==> src/rtl/charge_time_pkg.sv <==
// Constants shared by the charge time unit design files
package charge_time_pkg;
    localparam int unsigned ADDR_W = 2;
    localparam int unsigned DATA_W = 16;
    localparam logic [1:0] EDGE_CONTROL_ADDR = 2'h0;
    localparam logic [1:0] CURRENT_CONTROL_ADDR = 2'h1;
    localparam logic [15:0] EDGE_CONTROL_RESET = 16'h0000;
    localparam logic [15:0] CURRENT_CONTROL_RESET = 16'h0000;
    localparam logic [15:0] EDGE_CONTROL_WMASK = 16'hBFFF;
    localparam logic [15:0] CURRENT_CONTROL_WMASK = 16'hFF00;
    localparam int unsigned UNIT_ENABLE_BIT = 15;
    localparam int unsigned IDLE_STOP_BIT = 13;
    localparam int unsigned DELAY_GEN_BIT = 12;
    localparam int unsigned EDGE_ACCEPT_BIT = 11;
    localparam int unsigned EDGE_ORDER_BIT = 10;
    localparam int unsigned DISCHARGE_BIT = 9;
    localparam int unsigned CONV_TRIG_BIT = 8;
    localparam int unsigned SECOND_POL_BIT = 7;
    localparam int unsigned SECOND_SRC_LSB = 5;
    localparam int unsigned FIRST_POL_BIT = 4;
    localparam int unsigned FIRST_SRC_LSB = 2;
    localparam int unsigned SECOND_SEEN_BIT = 1;
    localparam int unsigned FIRST_SEEN_BIT = 0;
    localparam int unsigned TRIM_LSB = 10;
    localparam int unsigned RANGE_LSB = 8;
    localparam logic [1:0] SRC_TIMER_ONE = 2'h0;
    localparam logic [1:0] SRC_COMPARE_ONE = 2'h1;
    localparam logic [1:0] SRC_PIN_TWO = 2'h2;
    localparam logic [1:0] SRC_PIN_ONE = 2'h3;
    typedef enum logic [1:0] {ST_IDLE, ST_CHARGE, ST_PULSE} unit_state_t;
endpackage

==> src/rtl/edge_event_if.sv <==
// Qualified edge events from one edge channel
`timescale 1ns/1ps
interface edge_event_if;
    logic [1:0] source;
    logic polarity;
    logic event_pulse;
    modport detector (input source, input polarity, output event_pulse);
    modport consumer (output source, output polarity, input event_pulse);
endinterface

==> src/rtl/edge_detect.sv <==
// Source select and polarity qualified edge detector for one channel
`timescale 1ns/1ps
module edge_detect (
    // Clock, enable and reset
    input wire logic i_clk,
    input wire logic i_rst_n,
    input wire logic i_ce,
    // Synchronised candidate sources
    input wire logic [3:0] i_sources,
    // Channel
    edge_event_if.detector ch
);
    import charge_time_pkg::*;
    logic sel_level;
    logic prev_reg;
    logic rise;
    logic fall;
    assign sel_level = i_sources[ch.source];
    assign rise = sel_level & ~prev_reg;
    assign fall = ~sel_level & prev_reg;
    // Polarity picks which transition counts
    assign ch.event_pulse = ch.polarity ? rise : fall;
    always_ff @(posedge i_clk or negedge i_rst_n) begin
        if (!i_rst_n) begin
            prev_reg <= 1'b0;
        end else if (i_ce) begin
            prev_reg <= sel_level;
        end
    end
endmodule // edge_detect

==> src/rtl/charge_time_unit.sv <==
// Charge time unit: edge qualification, current gating and delayed pulse
`timescale 1ns/1ps
// How it works
// - Delay mode steers current to comparator two
// - Delay mode charges from qualified edge
// - Comparator trip gives delayed pulse
// - Pulse spans first to second edge
// - Each channel picks one of four sources
// - Source codes: timer, compare, pin2, pin1
// - Polarity set means rising edges count
// - Second edge sets writable status bit
// - First edge sets bit zero status
// - Current register holds trim and range
module charge_time_unit (
    // Clock, enable and reset
    input wire logic i_core_clk,
    input wire logic i_nrst,
    input wire logic i_ce,
    // Register port
    input wire logic [charge_time_pkg::ADDR_W-1:0] i_addr,
    input wire logic [charge_time_pkg::DATA_W-1:0] i_wdata,
    input wire logic i_wr,
    input wire logic i_rd,
    output logic [charge_time_pkg::DATA_W-1:0] o_rdata,
    // Edge sources, comparator two trip and idle
    input wire logic i_timer_one,
    input wire logic i_output_compare_one,
    input wire logic i_edge_pin_one,
    input wire logic i_edge_pin_two,
    input wire logic i_comp_two_trip,
    input wire logic i_idle,
    // Analog controls and pulse outputs
    output logic o_current_on,
    output logic o_current_discharge,
    output logic o_route_comp_two_input_b,
    output logic [5:0] o_current_trim,
    output logic [1:0] o_current_range,
    output logic o_measure_pulse,
    output logic o_delayed_pulse_out,
    output logic o_converter_trigger
);
    import charge_time_pkg::*;

    logic rst_meta_reg;
    logic rst_sync_reg;
    logic [3:0] src_meta_reg;
    logic [3:0] src_sync_reg;
    logic trip_meta_reg;
    logic trip_sync_reg;
    logic trip_prev_reg;
    logic [15:0] edge_control_reg;
    logic [15:0] current_control_reg;
    logic [15:0] edge_control_next;
    unit_state_t state_reg;
    unit_state_t state_next;
    logic current_on_reg;
    logic discharge_reg;
    logic route_reg;
    logic measure_reg;
    logic pulse_reg;
    logic conv_reg;
    logic [15:0] rdata_reg;

    edge_event_if first_ch ();
    edge_event_if second_ch ();

    // Reset release through two flops
    always_ff @(posedge i_core_clk or negedge i_nrst) begin
        if (!i_nrst) begin
            rst_meta_reg <= 1'b0;
            rst_sync_reg <= 1'b0;
        end else begin
            rst_meta_reg <= 1'b1;
            rst_sync_reg <= rst_meta_reg;
        end
    end

    // Pins arrive asynchronously
    always_ff @(posedge i_core_clk or negedge rst_sync_reg) begin
        if (!rst_sync_reg) begin
            src_meta_reg <= 4'h0;
            src_sync_reg <= 4'h0;
            trip_meta_reg <= 1'b0;
            trip_sync_reg <= 1'b0;
        end else if (i_ce) begin
            src_meta_reg <= {i_edge_pin_one, i_edge_pin_two, i_output_compare_one, i_timer_one};
            src_sync_reg <= src_meta_reg;
            trip_meta_reg <= i_comp_two_trip;
            trip_sync_reg <= trip_meta_reg;
        end
    end

    // Control fields
    wire unit_en = edge_control_reg[UNIT_ENABLE_BIT];
    wire run = unit_en & ~(edge_control_reg[IDLE_STOP_BIT] & i_idle);
    wire delay_mode = edge_control_reg[DELAY_GEN_BIT];
    wire accept_en = edge_control_reg[EDGE_ACCEPT_BIT];
    wire order_en = edge_control_reg[EDGE_ORDER_BIT];
    wire first_seen = edge_control_reg[FIRST_SEEN_BIT];
    wire second_seen = edge_control_reg[SECOND_SEEN_BIT];

    assign first_ch.source = edge_control_reg[FIRST_SRC_LSB +: 2];
    assign first_ch.polarity = edge_control_reg[FIRST_POL_BIT];
    assign second_ch.source = edge_control_reg[SECOND_SRC_LSB +: 2];
    assign second_ch.polarity = edge_control_reg[SECOND_POL_BIT];

    // Sources ordered so the select code indexes them directly
    edge_detect u_first (
        .i_clk(i_core_clk),
        .i_rst_n(rst_sync_reg),
        .i_ce(i_ce),
        .i_sources(src_sync_reg),
        .ch(first_ch)
    );
    edge_detect u_second (
        .i_clk(i_core_clk),
        .i_rst_n(rst_sync_reg),
        .i_ce(i_ce),
        .i_sources(src_sync_reg),
        .ch(second_ch)
    );

    wire first_ev = run & accept_en & first_ch.event_pulse;
    wire second_ev = run & accept_en & second_ch.event_pulse & (~order_en | first_seen);
    wire trip_rise = trip_sync_reg & ~trip_prev_reg;

    // Register decode
    wire wr_edge = i_wr & (i_addr == EDGE_CONTROL_ADDR);
    wire wr_curr = i_wr & (i_addr == CURRENT_CONTROL_ADDR);
    wire [15:0] edge_written = (edge_control_reg & ~EDGE_CONTROL_WMASK) | (i_wdata & EDGE_CONTROL_WMASK);
    wire [15:0] edge_base = wr_edge ? edge_written : edge_control_reg;
    // Hardware set wins over a software clear in the same cycle
    assign edge_control_next = edge_base
        | ({15'h0000, first_ev} << FIRST_SEEN_BIT)
        | ({15'h0000, second_ev} << SECOND_SEEN_BIT);
    wire [15:0] rd_mux = (i_addr == EDGE_CONTROL_ADDR) ? edge_control_reg :
                         (i_addr == CURRENT_CONTROL_ADDR) ? current_control_reg : 16'h0000;

    always_ff @(posedge i_core_clk or negedge rst_sync_reg) begin
        if (!rst_sync_reg) begin
            edge_control_reg <= EDGE_CONTROL_RESET;
            current_control_reg <= CURRENT_CONTROL_RESET;
            rdata_reg <= 16'h0000;
        end else if (i_ce) begin
            edge_control_reg <= edge_control_next;
            if (wr_curr) begin
                current_control_reg <= i_wdata & CURRENT_CONTROL_WMASK;
            end
            rdata_reg <= i_rd ? rd_mux : 16'h0000;
        end
    end

    // Sequence: measure runs first edge to second; delay runs edge to trip
    always_comb begin
        state_next = state_reg;
        unique case (state_reg)
            ST_IDLE: begin
                if (first_ev) begin
                    state_next = ST_CHARGE;
                end
            end
            ST_CHARGE: begin
                if (delay_mode ? trip_rise : second_ev) begin
                    state_next = delay_mode ? ST_PULSE : ST_IDLE;
                end
            end
            ST_PULSE: begin
                state_next = ST_IDLE;
            end
            default: begin
                state_next = ST_IDLE;
            end
        endcase
        if (!run) begin
            state_next = ST_IDLE;
        end
    end

    always_ff @(posedge i_core_clk or negedge rst_sync_reg) begin
        if (!rst_sync_reg) begin
            state_reg <= ST_IDLE;
            trip_prev_reg <= 1'b0;
            current_on_reg <= 1'b0;
            discharge_reg <= 1'b0;
            route_reg <= 1'b0;
            measure_reg <= 1'b0;
            pulse_reg <= 1'b0;
            conv_reg <= 1'b0;
        end else if (i_ce) begin
            state_reg <= state_next;
            trip_prev_reg <= trip_sync_reg;
            current_on_reg <= (state_next == ST_CHARGE) & ~edge_control_reg[DISCHARGE_BIT];
            discharge_reg <= edge_control_reg[DISCHARGE_BIT];
            route_reg <= unit_en & delay_mode;
            measure_reg <= (state_next == ST_CHARGE) & ~delay_mode;
            pulse_reg <= (state_next == ST_PULSE);
            // Converter start only after the pulse is over
            conv_reg <= edge_control_reg[CONV_TRIG_BIT] & measure_reg & (state_next != ST_CHARGE);
        end
    end

    assign o_rdata = rdata_reg;
    assign o_current_on = current_on_reg;
    assign o_current_discharge = discharge_reg;
    assign o_route_comp_two_input_b = route_reg;
    assign o_current_trim = current_control_reg[TRIM_LSB +: 6];
    assign o_current_range = current_control_reg[RANGE_LSB +: 2];
    assign o_measure_pulse = measure_reg;
    assign o_delayed_pulse_out = pulse_reg;
    assign o_converter_trigger = conv_reg;

    // Checks run on the synchronised reset so the release edges stay quiet
    a_disable_quiet: assert property (@(posedge i_core_clk) disable iff (!rst_sync_reg)
        i_ce && !run |=> !o_current_on) else $error("current on while unit off");
    a_route_follow: assert property (@(posedge i_core_clk) disable iff (!rst_sync_reg)
        i_ce && unit_en && delay_mode |=> o_route_comp_two_input_b) else $error("route missing");
    a_route_off: assert property (@(posedge i_core_clk) disable iff (!rst_sync_reg)
        i_ce && !delay_mode |=> !o_route_comp_two_input_b) else $error("route outside delay mode");
    a_charge_start: assert property (@(posedge i_core_clk) disable iff (!rst_sync_reg)
        i_ce && state_reg == ST_IDLE && first_ev && !edge_control_reg[DISCHARGE_BIT] |=> o_current_on)
        else $error("charge not started");
    a_trip_pulse: assert property (@(posedge i_core_clk) disable iff (!rst_sync_reg)
        i_ce && run && delay_mode && state_reg == ST_CHARGE && trip_rise |=> o_delayed_pulse_out)
        else $error("no delayed pulse");
    a_pulse_single: assert property (@(posedge i_core_clk) disable iff (!rst_sync_reg)
        i_ce && o_delayed_pulse_out |=> !o_delayed_pulse_out) else $error("delayed pulse too long");
    a_pulse_end: assert property (@(posedge i_core_clk) disable iff (!rst_sync_reg)
        i_ce && run && !delay_mode && state_reg == ST_CHARGE && second_ev |=> !o_measure_pulse)
        else $error("pulse did not end");
    a_first_seen: assert property (@(posedge i_core_clk) disable iff (!rst_sync_reg)
        i_ce && first_ev |=> edge_control_reg[FIRST_SEEN_BIT]) else $error("first status lost");
    a_second_seen: assert property (@(posedge i_core_clk) disable iff (!rst_sync_reg)
        i_ce && second_ev |=> edge_control_reg[SECOND_SEEN_BIT]) else $error("second status lost");
    a_edges_gated: assert property (@(posedge i_core_clk) disable iff (!rst_sync_reg)
        i_ce && !accept_en && !wr_edge |=>
        edge_control_reg[SECOND_SEEN_BIT:FIRST_SEEN_BIT] == $past(edge_control_reg[SECOND_SEEN_BIT:FIRST_SEEN_BIT]))
        else $error("edge accepted while off");
    a_order_hold: assert property (@(posedge i_core_clk) disable iff (!rst_sync_reg)
        i_ce && order_en && !first_seen && !second_seen && !wr_edge |=> !edge_control_reg[SECOND_SEEN_BIT])
        else $error("second before first");
    a_discharge_off: assert property (@(posedge i_core_clk) disable iff (!rst_sync_reg)
        i_ce && edge_control_reg[DISCHARGE_BIT] |=> o_current_discharge && !o_current_on)
        else $error("discharge ignored");
    a_trim_reg: assert property (@(posedge i_core_clk) disable iff (!rst_sync_reg)
        i_ce && wr_curr |=> o_current_trim == $past(i_wdata[TRIM_LSB +: 6])) else $error("trim not held");
    a_range_reg: assert property (@(posedge i_core_clk) disable iff (!rst_sync_reg)
        i_ce && wr_curr |=> o_current_range == $past(i_wdata[RANGE_LSB +: 2])) else $error("range not held");
    a_convert_after: assert property (@(posedge i_core_clk) disable iff (!rst_sync_reg)
        o_converter_trigger |-> !o_measure_pulse) else $error("converter start inside pulse");

    c_measure: cover property (@(posedge i_core_clk) disable iff (!rst_sync_reg)
        $fell(o_measure_pulse));
    c_order_block: cover property (@(posedge i_core_clk) disable iff (!rst_sync_reg)
        order_en && !first_seen && second_ch.event_pulse && accept_en && run);
    c_delay: cover property (@(posedge i_core_clk) disable iff (!rst_sync_reg)
        o_delayed_pulse_out);
    c_convert: cover property (@(posedge i_core_clk) disable iff (!rst_sync_reg)
        o_converter_trigger);
endmodule // charge_time_unit

==> config.mk <==
export PLATFORM = sky130hd
export DESIGN_NAME = charge_time_unit
export DESIGN_NICKNAME = d
export VERILOG_FILES = /design/src/rtl/charge_time_pkg.sv /design/src/rtl/edge_event_if.sv /design/src/rtl/edge_detect.sv /design/src/rtl/charge_time_unit.sv
export SDC_FILE = /design/constraint.sdc
export NUM_CORES = 1
export LEC_CHECK = 0
export ABC_CLOCK_PERIOD_IN_PS = 2600
export BUFFER_PORTS_ARGS = -buffer_cell sky130_fd_sc_hd__buf_2
export CAP_MARGIN = 0
export CORE_ASPECT_RATIO = 0.5
export CORE_MARGIN = 1
export CORE_UTILIZATION = 53
export DETAILED_ROUTE_END_ITERATION = 12
export GPL_TIMING_DRIVEN = 0
export PLACE_DENSITY = 0.78
export REMOVE_ABC_BUFFERS = 1
export SYNTH_ARGS = -nofsm -noshare
export SYNTH_HDL_FRONTEND = slang
export SYNTH_SLANG_ARGS = --single-unit
==> constraint.sdc <==
create_clock -name i_core_clk -period 2.6 [get_ports i_core_clk]
set_input_delay 0 -clock i_core_clk [delete_from_list [all_inputs] [get_ports i_core_clk]]
set_output_delay 0 -clock i_core_clk [all_outputs]
set_load 0.005 [all_outputs]
Word-level counts from Yosys, hierarchy flattened

Cells that the tools add are included.

Mux-type cells: 16
Reduce and logical (&&, ||, !) cells: 3
Equality and inequality tests: 5
Order comparisons: 2
Bitwise gates (word level): 31

Operators with widths:

| cell                                                        | count |
|---|---|
| 2-to-1 mux 16 bit                                           | 4 |
| AND 1 bit                                                   | 18 |
| bitwise OR 15 x 16 -> 16 bit                                | 1 |
| bitwise OR 16 x 1 -> 16 bit                                 | 1 |
| bitwise OR 16 x 2 -> 16 bit                                 | 1 |
| NOT 1 bit                                                   | 9 |
| 2-to-1 mux 2 bit                                            | 4 |
| == test 2 x 1 -> 1 bit (second input constant)              | 3 |
| less-than comparator 2 x 3 -> 1 bit (second input constant) | 2 |
| 2-to-1 mux 1 bit                                            | 5 |
| binary-select mux 1 bit (select 2 bit)                      | 2 |
| zero test 2 bit                                             | 2 |
| case mux 2 bit (2 select lines)                             | 1 |
| == test 2 bit (second input constant)                       | 1 |
| inequality test 2 x 1 -> 1 bit (second input constant)      | 1 |
| AND reduction 2 bit                                         | 1 |
| bitwise OR 1 bit                                            | 1 |

Output and inout port bits: 30
Word-level logic and storage cells: 76
Register bits: 63

Logic depth before layout (Yosys ltp)

Word-level depth: 13
Depth in mapped cells: 5

Modules after synthesis

A second synthesis with hierarchy kept.

Cells, all modules: 185
Area total of the unflattened synthesis: 2587.5 µm²

Modules (own cells, without submodules):

| module           | times used | seq. area each (µm²) | area an instance (µm²) | cells each |
|---|---|---|---|---|
| charge_time_unit | 1          | 1501.4               | 2417.3                 | 173 |
| edge_detect      | 2          | 25.0                 | 85.1                   | 6 |

Worst setup path before layout

No wires, ideal clock.

Path kind: register to register
Start point: register edge_control_reg[5]
End point: register state_reg[0]
Cell stages (with the launch flop): 5
Clock period less this slack: 1.604 ns
Path slack: 0.996 ns
Path buffers: 0
Arrival time: 1.460 ns
Cells stage by stage: dfrtp_1 > mux4_2 > mux2i_2 > o31ai_1 > a221oi_2

Longest elaborated chain between the ends: 11

RTL lines:

| item                                       | line                    | source |
|---|---|---|
| from (decl)                                | charge_time_unit.sv:51  | `logic [15:0] edge_control_reg;` |
| from (signal assigned)                     | charge_time_unit.sv:145 | `edge_control_reg <= edge_control_next;` |
| binary-select mux 1 bit (select 2 bit) (*) | edge_detect.sv:18       | `assign sel_level = i_sources[ch.source];` |
| 2-to-1 mux 1 bit (implied by the code) (*) | edge_detect.sv:18       |  |
| NOT 1 bit                                  | edge_detect.sv:20       | `assign fall = ~sel_level & prev_reg;` |
| AND 1 bit                                  | edge_detect.sv:20       |  |
| 2-to-1 mux 1 bit (*)                       | edge_detect.sv:22       | `assign ch.event_pulse = ch.polarity ? rise : fall;` |
| AND 1 bit (*) (2 in series)                | charge_time_unit.sv:124 | `wire second_ev = run & accept_en & second_ch.event_pulse & (~order_en \| first_seen);` |
| 2-to-1 mux 1 bit (*)                       | charge_time_unit.sv:163 | `if (delay_mode ? trip_rise : second_ev) begin` |
| 2-to-1 mux 2 bit (*)                       | charge_time_unit.sv:163 |  |
| case mux 2 bit (2 select lines) (*)        | charge_time_unit.sv:156 | `unique case (state_reg)` |
| 2-to-1 mux 2 bit (*)                       | charge_time_unit.sv:174 | `if (!run) begin` |
| to (signal assigned)                       | charge_time_unit.sv:190 | `state_reg <= state_next;` |
| to (decl)                                  | charge_time_unit.sv:54  | `unit_state_t state_reg;` |

Every way passes the cells marked *; elsewhere a longest branch is shown, timed or not. The select of a mux whose other input is x is not followed.
A chain may end at the register's enable or synchronous reset.

==> results.py <==
metrics = {
    "pwr": {
        "leakagePower_nw": 1.61,
        "ir_drop_mv": 0.457,
        "powerDensity_nw_per_um2": 801,
    },
    "floorplan": {
        "die_area_sq_um": 5210,
        "io_pins": 59,
        "rows": 17,
        "fp.dieW_microns": 101,
        "core_area_sq_um": 4550,
        "start_util_pct": 57.2,
        "die_h_microns": 51.6,
    },
    "logic_synthesis": {
        "ys_ff_latch": 62,
        "synthTopCellsByArea": "dfrtp_1 (60%), mux2_2 (16%), a22o_1 (3.0%)",
        "ys_warn_count": 0,
        "synth.lib_cells_used.distinct": 36,
        "synthMuxAreaShare_pct": 19.1,
        "synthAdderAreaFrac_pct": 0,
        "synth_top_family_by_area": "multiplexers",
        "syn-cell-area_sq_um": 2600,
        "synth-edff-count": 0,
        "synth_compound_area_share_pct": 11.0,
        "yosysMostFrequentCell": "dfrtp_1",
        "async_flop_share_pct": 100,
        "avgSynthCellArea_sq_um": 13.8,
        "synth_area_leader_cell": "dfrtp_1",
        "syn_inst": 189,
        "synth_flop_cell": "dfrtp_1",
        "synth-xor-area-share_pct": 0,
        "seq_area_frac_synth_pct": 59.6,
        "synth_common_cells": "dfrtp_1 (62), mux2_2 (36), inv_1 (10), o21ai_0 (10), a22o_1 (9)",
        "synth.top_cell.area_share_pct": 59.6,
        "synth_simple_gate_area_share_pct": 7.50,
    },
    "routing": {
        "drtIter0Drc": 95,
        "drt_wl_total_mm": 5.43,
        "wl_per_cell_microns": 15.7,
        "wl_met1_mm": 2.54,
        "num_vias": 1833,
        "drt_first_pass_iters": 4,
        "vias_per_cell": 5.30,
        "route.detailed.drc": 0,
        "met3RoutedLength_microns": 215,
        "ant_nets": 0,
        "highest_layer": "met4",
        "dr_wl_met2_mm": 2.55,
    },
    "global_route": {
        "grt_overflow": 0,
        "first_global_vias": 1815,
        "grt_first_pass_wirelength_mm": 8.84,
        "antenna_found_initial": 0,
        "grt_usage_pct": 23.8,
        "grt_max_degree": 34,
    },
    "min_path": {
        "hold_path_depth": 3,
        "hold_end": "state_reg[0]",
        "min_from": "i_idle",
        "hold_class": "input port to flop",
    },
    "clocking": {
        "cts_resized": 0,
        "clockRootBuffer": "clkbuf_8",
        "cts.htree.levels": 3,
        "numCtsBuffers": 9,
        "cts_buffer_depth": 2,
        "cts.sinks": 62,
        "insertion_delay_ps": 340,
        "cts.reportedPaths.clkPinSlew_ps": 70,
        "cts_tree": "built",
    },
    "timing": {
        "post-route-period-util_pct": 87.6,
        "min_period_ps": 2280,
        "hold_viol_final": 0,
        "maxSlewViolCount": 0,
        "setup_tns_ps": 0,
        "rsz0062_at_grt": "false",
        "tightest_slew_ps": 979,
        "setup-violations-final": 0,
        "slew_headroom_pct": 34.5,
        "finClkSkew_ps": 9.51,
        "max_freq_mhz": 439,
    },
    "critical_path": {
        "r2r_slack_ps": 860,
        "crit_path_cell_trace": "buf_2 -> clkinv_1 -> nor4b_4 -> a22oi_1 -> o21ai_0",
        "endpoint_kind": "flop",
        "max_stage_delay_ps": 1010,
        "arrival_ps": 2530,
        "crit_fanout": 33,
        "crit_family": "buffers and inverters",
        "worstPathRequired_ps": 2850,
        "crit_path_start_kind": "input port",
        "timing.rr.end": "o_current_on",
        "slowest_stage": "nor4b_4",
        "path_buf_inv": 2,
        "r2r_start": "edge_control_reg[5]",
        "rr_worst_depth": 4,
        "path_class": "input port to flop",
        "cp.depth": 5,
    },
    "placement": {
        "place.gp.congestion": 0.864,
        "hpwlAfterDp_mm": 3.42,
        "dp_cells": 307,
        "io_buffers": 58,
    },
    "outcome": {
        "status": "finished, final reports clean",
    },
    "cells_and_area": {
        "layout-drive-gt1-share_pct": 42.9,
        "nNetsFinal": 304,
        "syn_to_final_growth_pct": 32.7,
        "n_antenna_cell": 0,
        "final_cells": 346,
        "largest_reg_flops": 16,
        "fillers": 326,
    },
    "flow_run": {
        "maxCapViolCount": 0,
    },
}
-- how the worst max path moves through the flow --
stage                  from                      end  slack (ps)
6_report               i_ce               o_rdata[9]         320
5_1_grt                i_ce              o_rdata[13]          70
4_1_cts                i_ce              o_rdata[10]         330
3_5_place_dp           i_ce              o_rdata[10]         -10
3_3_place_gp           i_ce              o_rdata[15]          70
2_1_floorplan  rst_sync_reg  current_control_reg[10]         750
-- final cells by class --
type / count / area (sq um) / area share [%]
Tap cell: 66 / 82.6 / 2.39
Clock buffer: 13 / 159 / 4.60
Multi-Input combinational cell: 109 / 988 / 28.6
Timing Repair Buffer: 82 / 541 / 15.6
Sequential cell: 62 / 1550 / 44.9
Inverter: 11 / 41.3 / 1.20
Clock inverter: 3 / 90.1 / 2.61
-- metal layers --
layer | vias to the layer above | GRT usage [%]
met1 | 904 | 30.9
met4 | 0 | 9.66
met3 | 11 | 8.20
li1 | 865 | -
met5 | - | 0
met2 | 53 | 37.2
-- layout by cell type (no fill, tap or decap), types with 2 or more instances in the layout --
cell           instances
nand3_1                8
nor3_1                 2
mux4_2                 2
nand2_1                4
clkbuf_8              11
o21ai_0               10
a22oi_1                7
nor2_1                 3
bufinv_16              3
o31ai_1                2
nand2b_1               3
dfrtp_1               61
a22o_1                 9
o311ai_0               2
dlygate4sd3_1         23
mux2_2                36
clkbuf_1               2
nor4b_4                2
buf_2                 58
inv_1                 10
nor2b_1                3
-- worst reg2reg max path, stage by stage (launching register included) --
cell and delay, ps:
dfrtp_1 380, mux4_2 550, mux2i_2 200, o311ai_0 360
nand3_1 120
-- kinds of logic (layout without fill, tap and decap cells) --
family,after synthesis,after routing
buffers and inverters,18,109
flip-flops,62,62
AO/OA/AOI/OAI,38,38
multiplexers,41,41
AND/OR/NAND/NOR,29,29
other,1,1
-- stage by stage --
step	setup slack, ps	hold slack (ps)	util (%)	area (sq um)	power (mW)
after floorplan	746	-296	-	2570	1.54
after global placement	69.1	-215	64.8	2950	1.68
after detailed placement	-11.4	-213	65.2	2970	1.71
after CTS	333	67.9	75.8	3450	2.79
after global routing	66.7	104	75.9	3450	2.90
final	321	84.6	75.9	3450	2.77
-- report_power, final --
part           switching, mW  internal, mW  leakage (nW)
combinational          0.198         0.273         0.709
clock                  0.353         0.690         0.124
sequential             0.129          1.12         0.776
total                  0.680          2.09          1.61
-- what timing repair did --
| item | CTS | global route |
|---|---|---|
| endpoints found under the setup margin | 0 | 0 |
| buffers inserted | 0 | 0 |
| hold endpoints to repair | 30 | 0 |
| hold buffers | 23 | 0 |
Power figures use the tool's default switching activity.
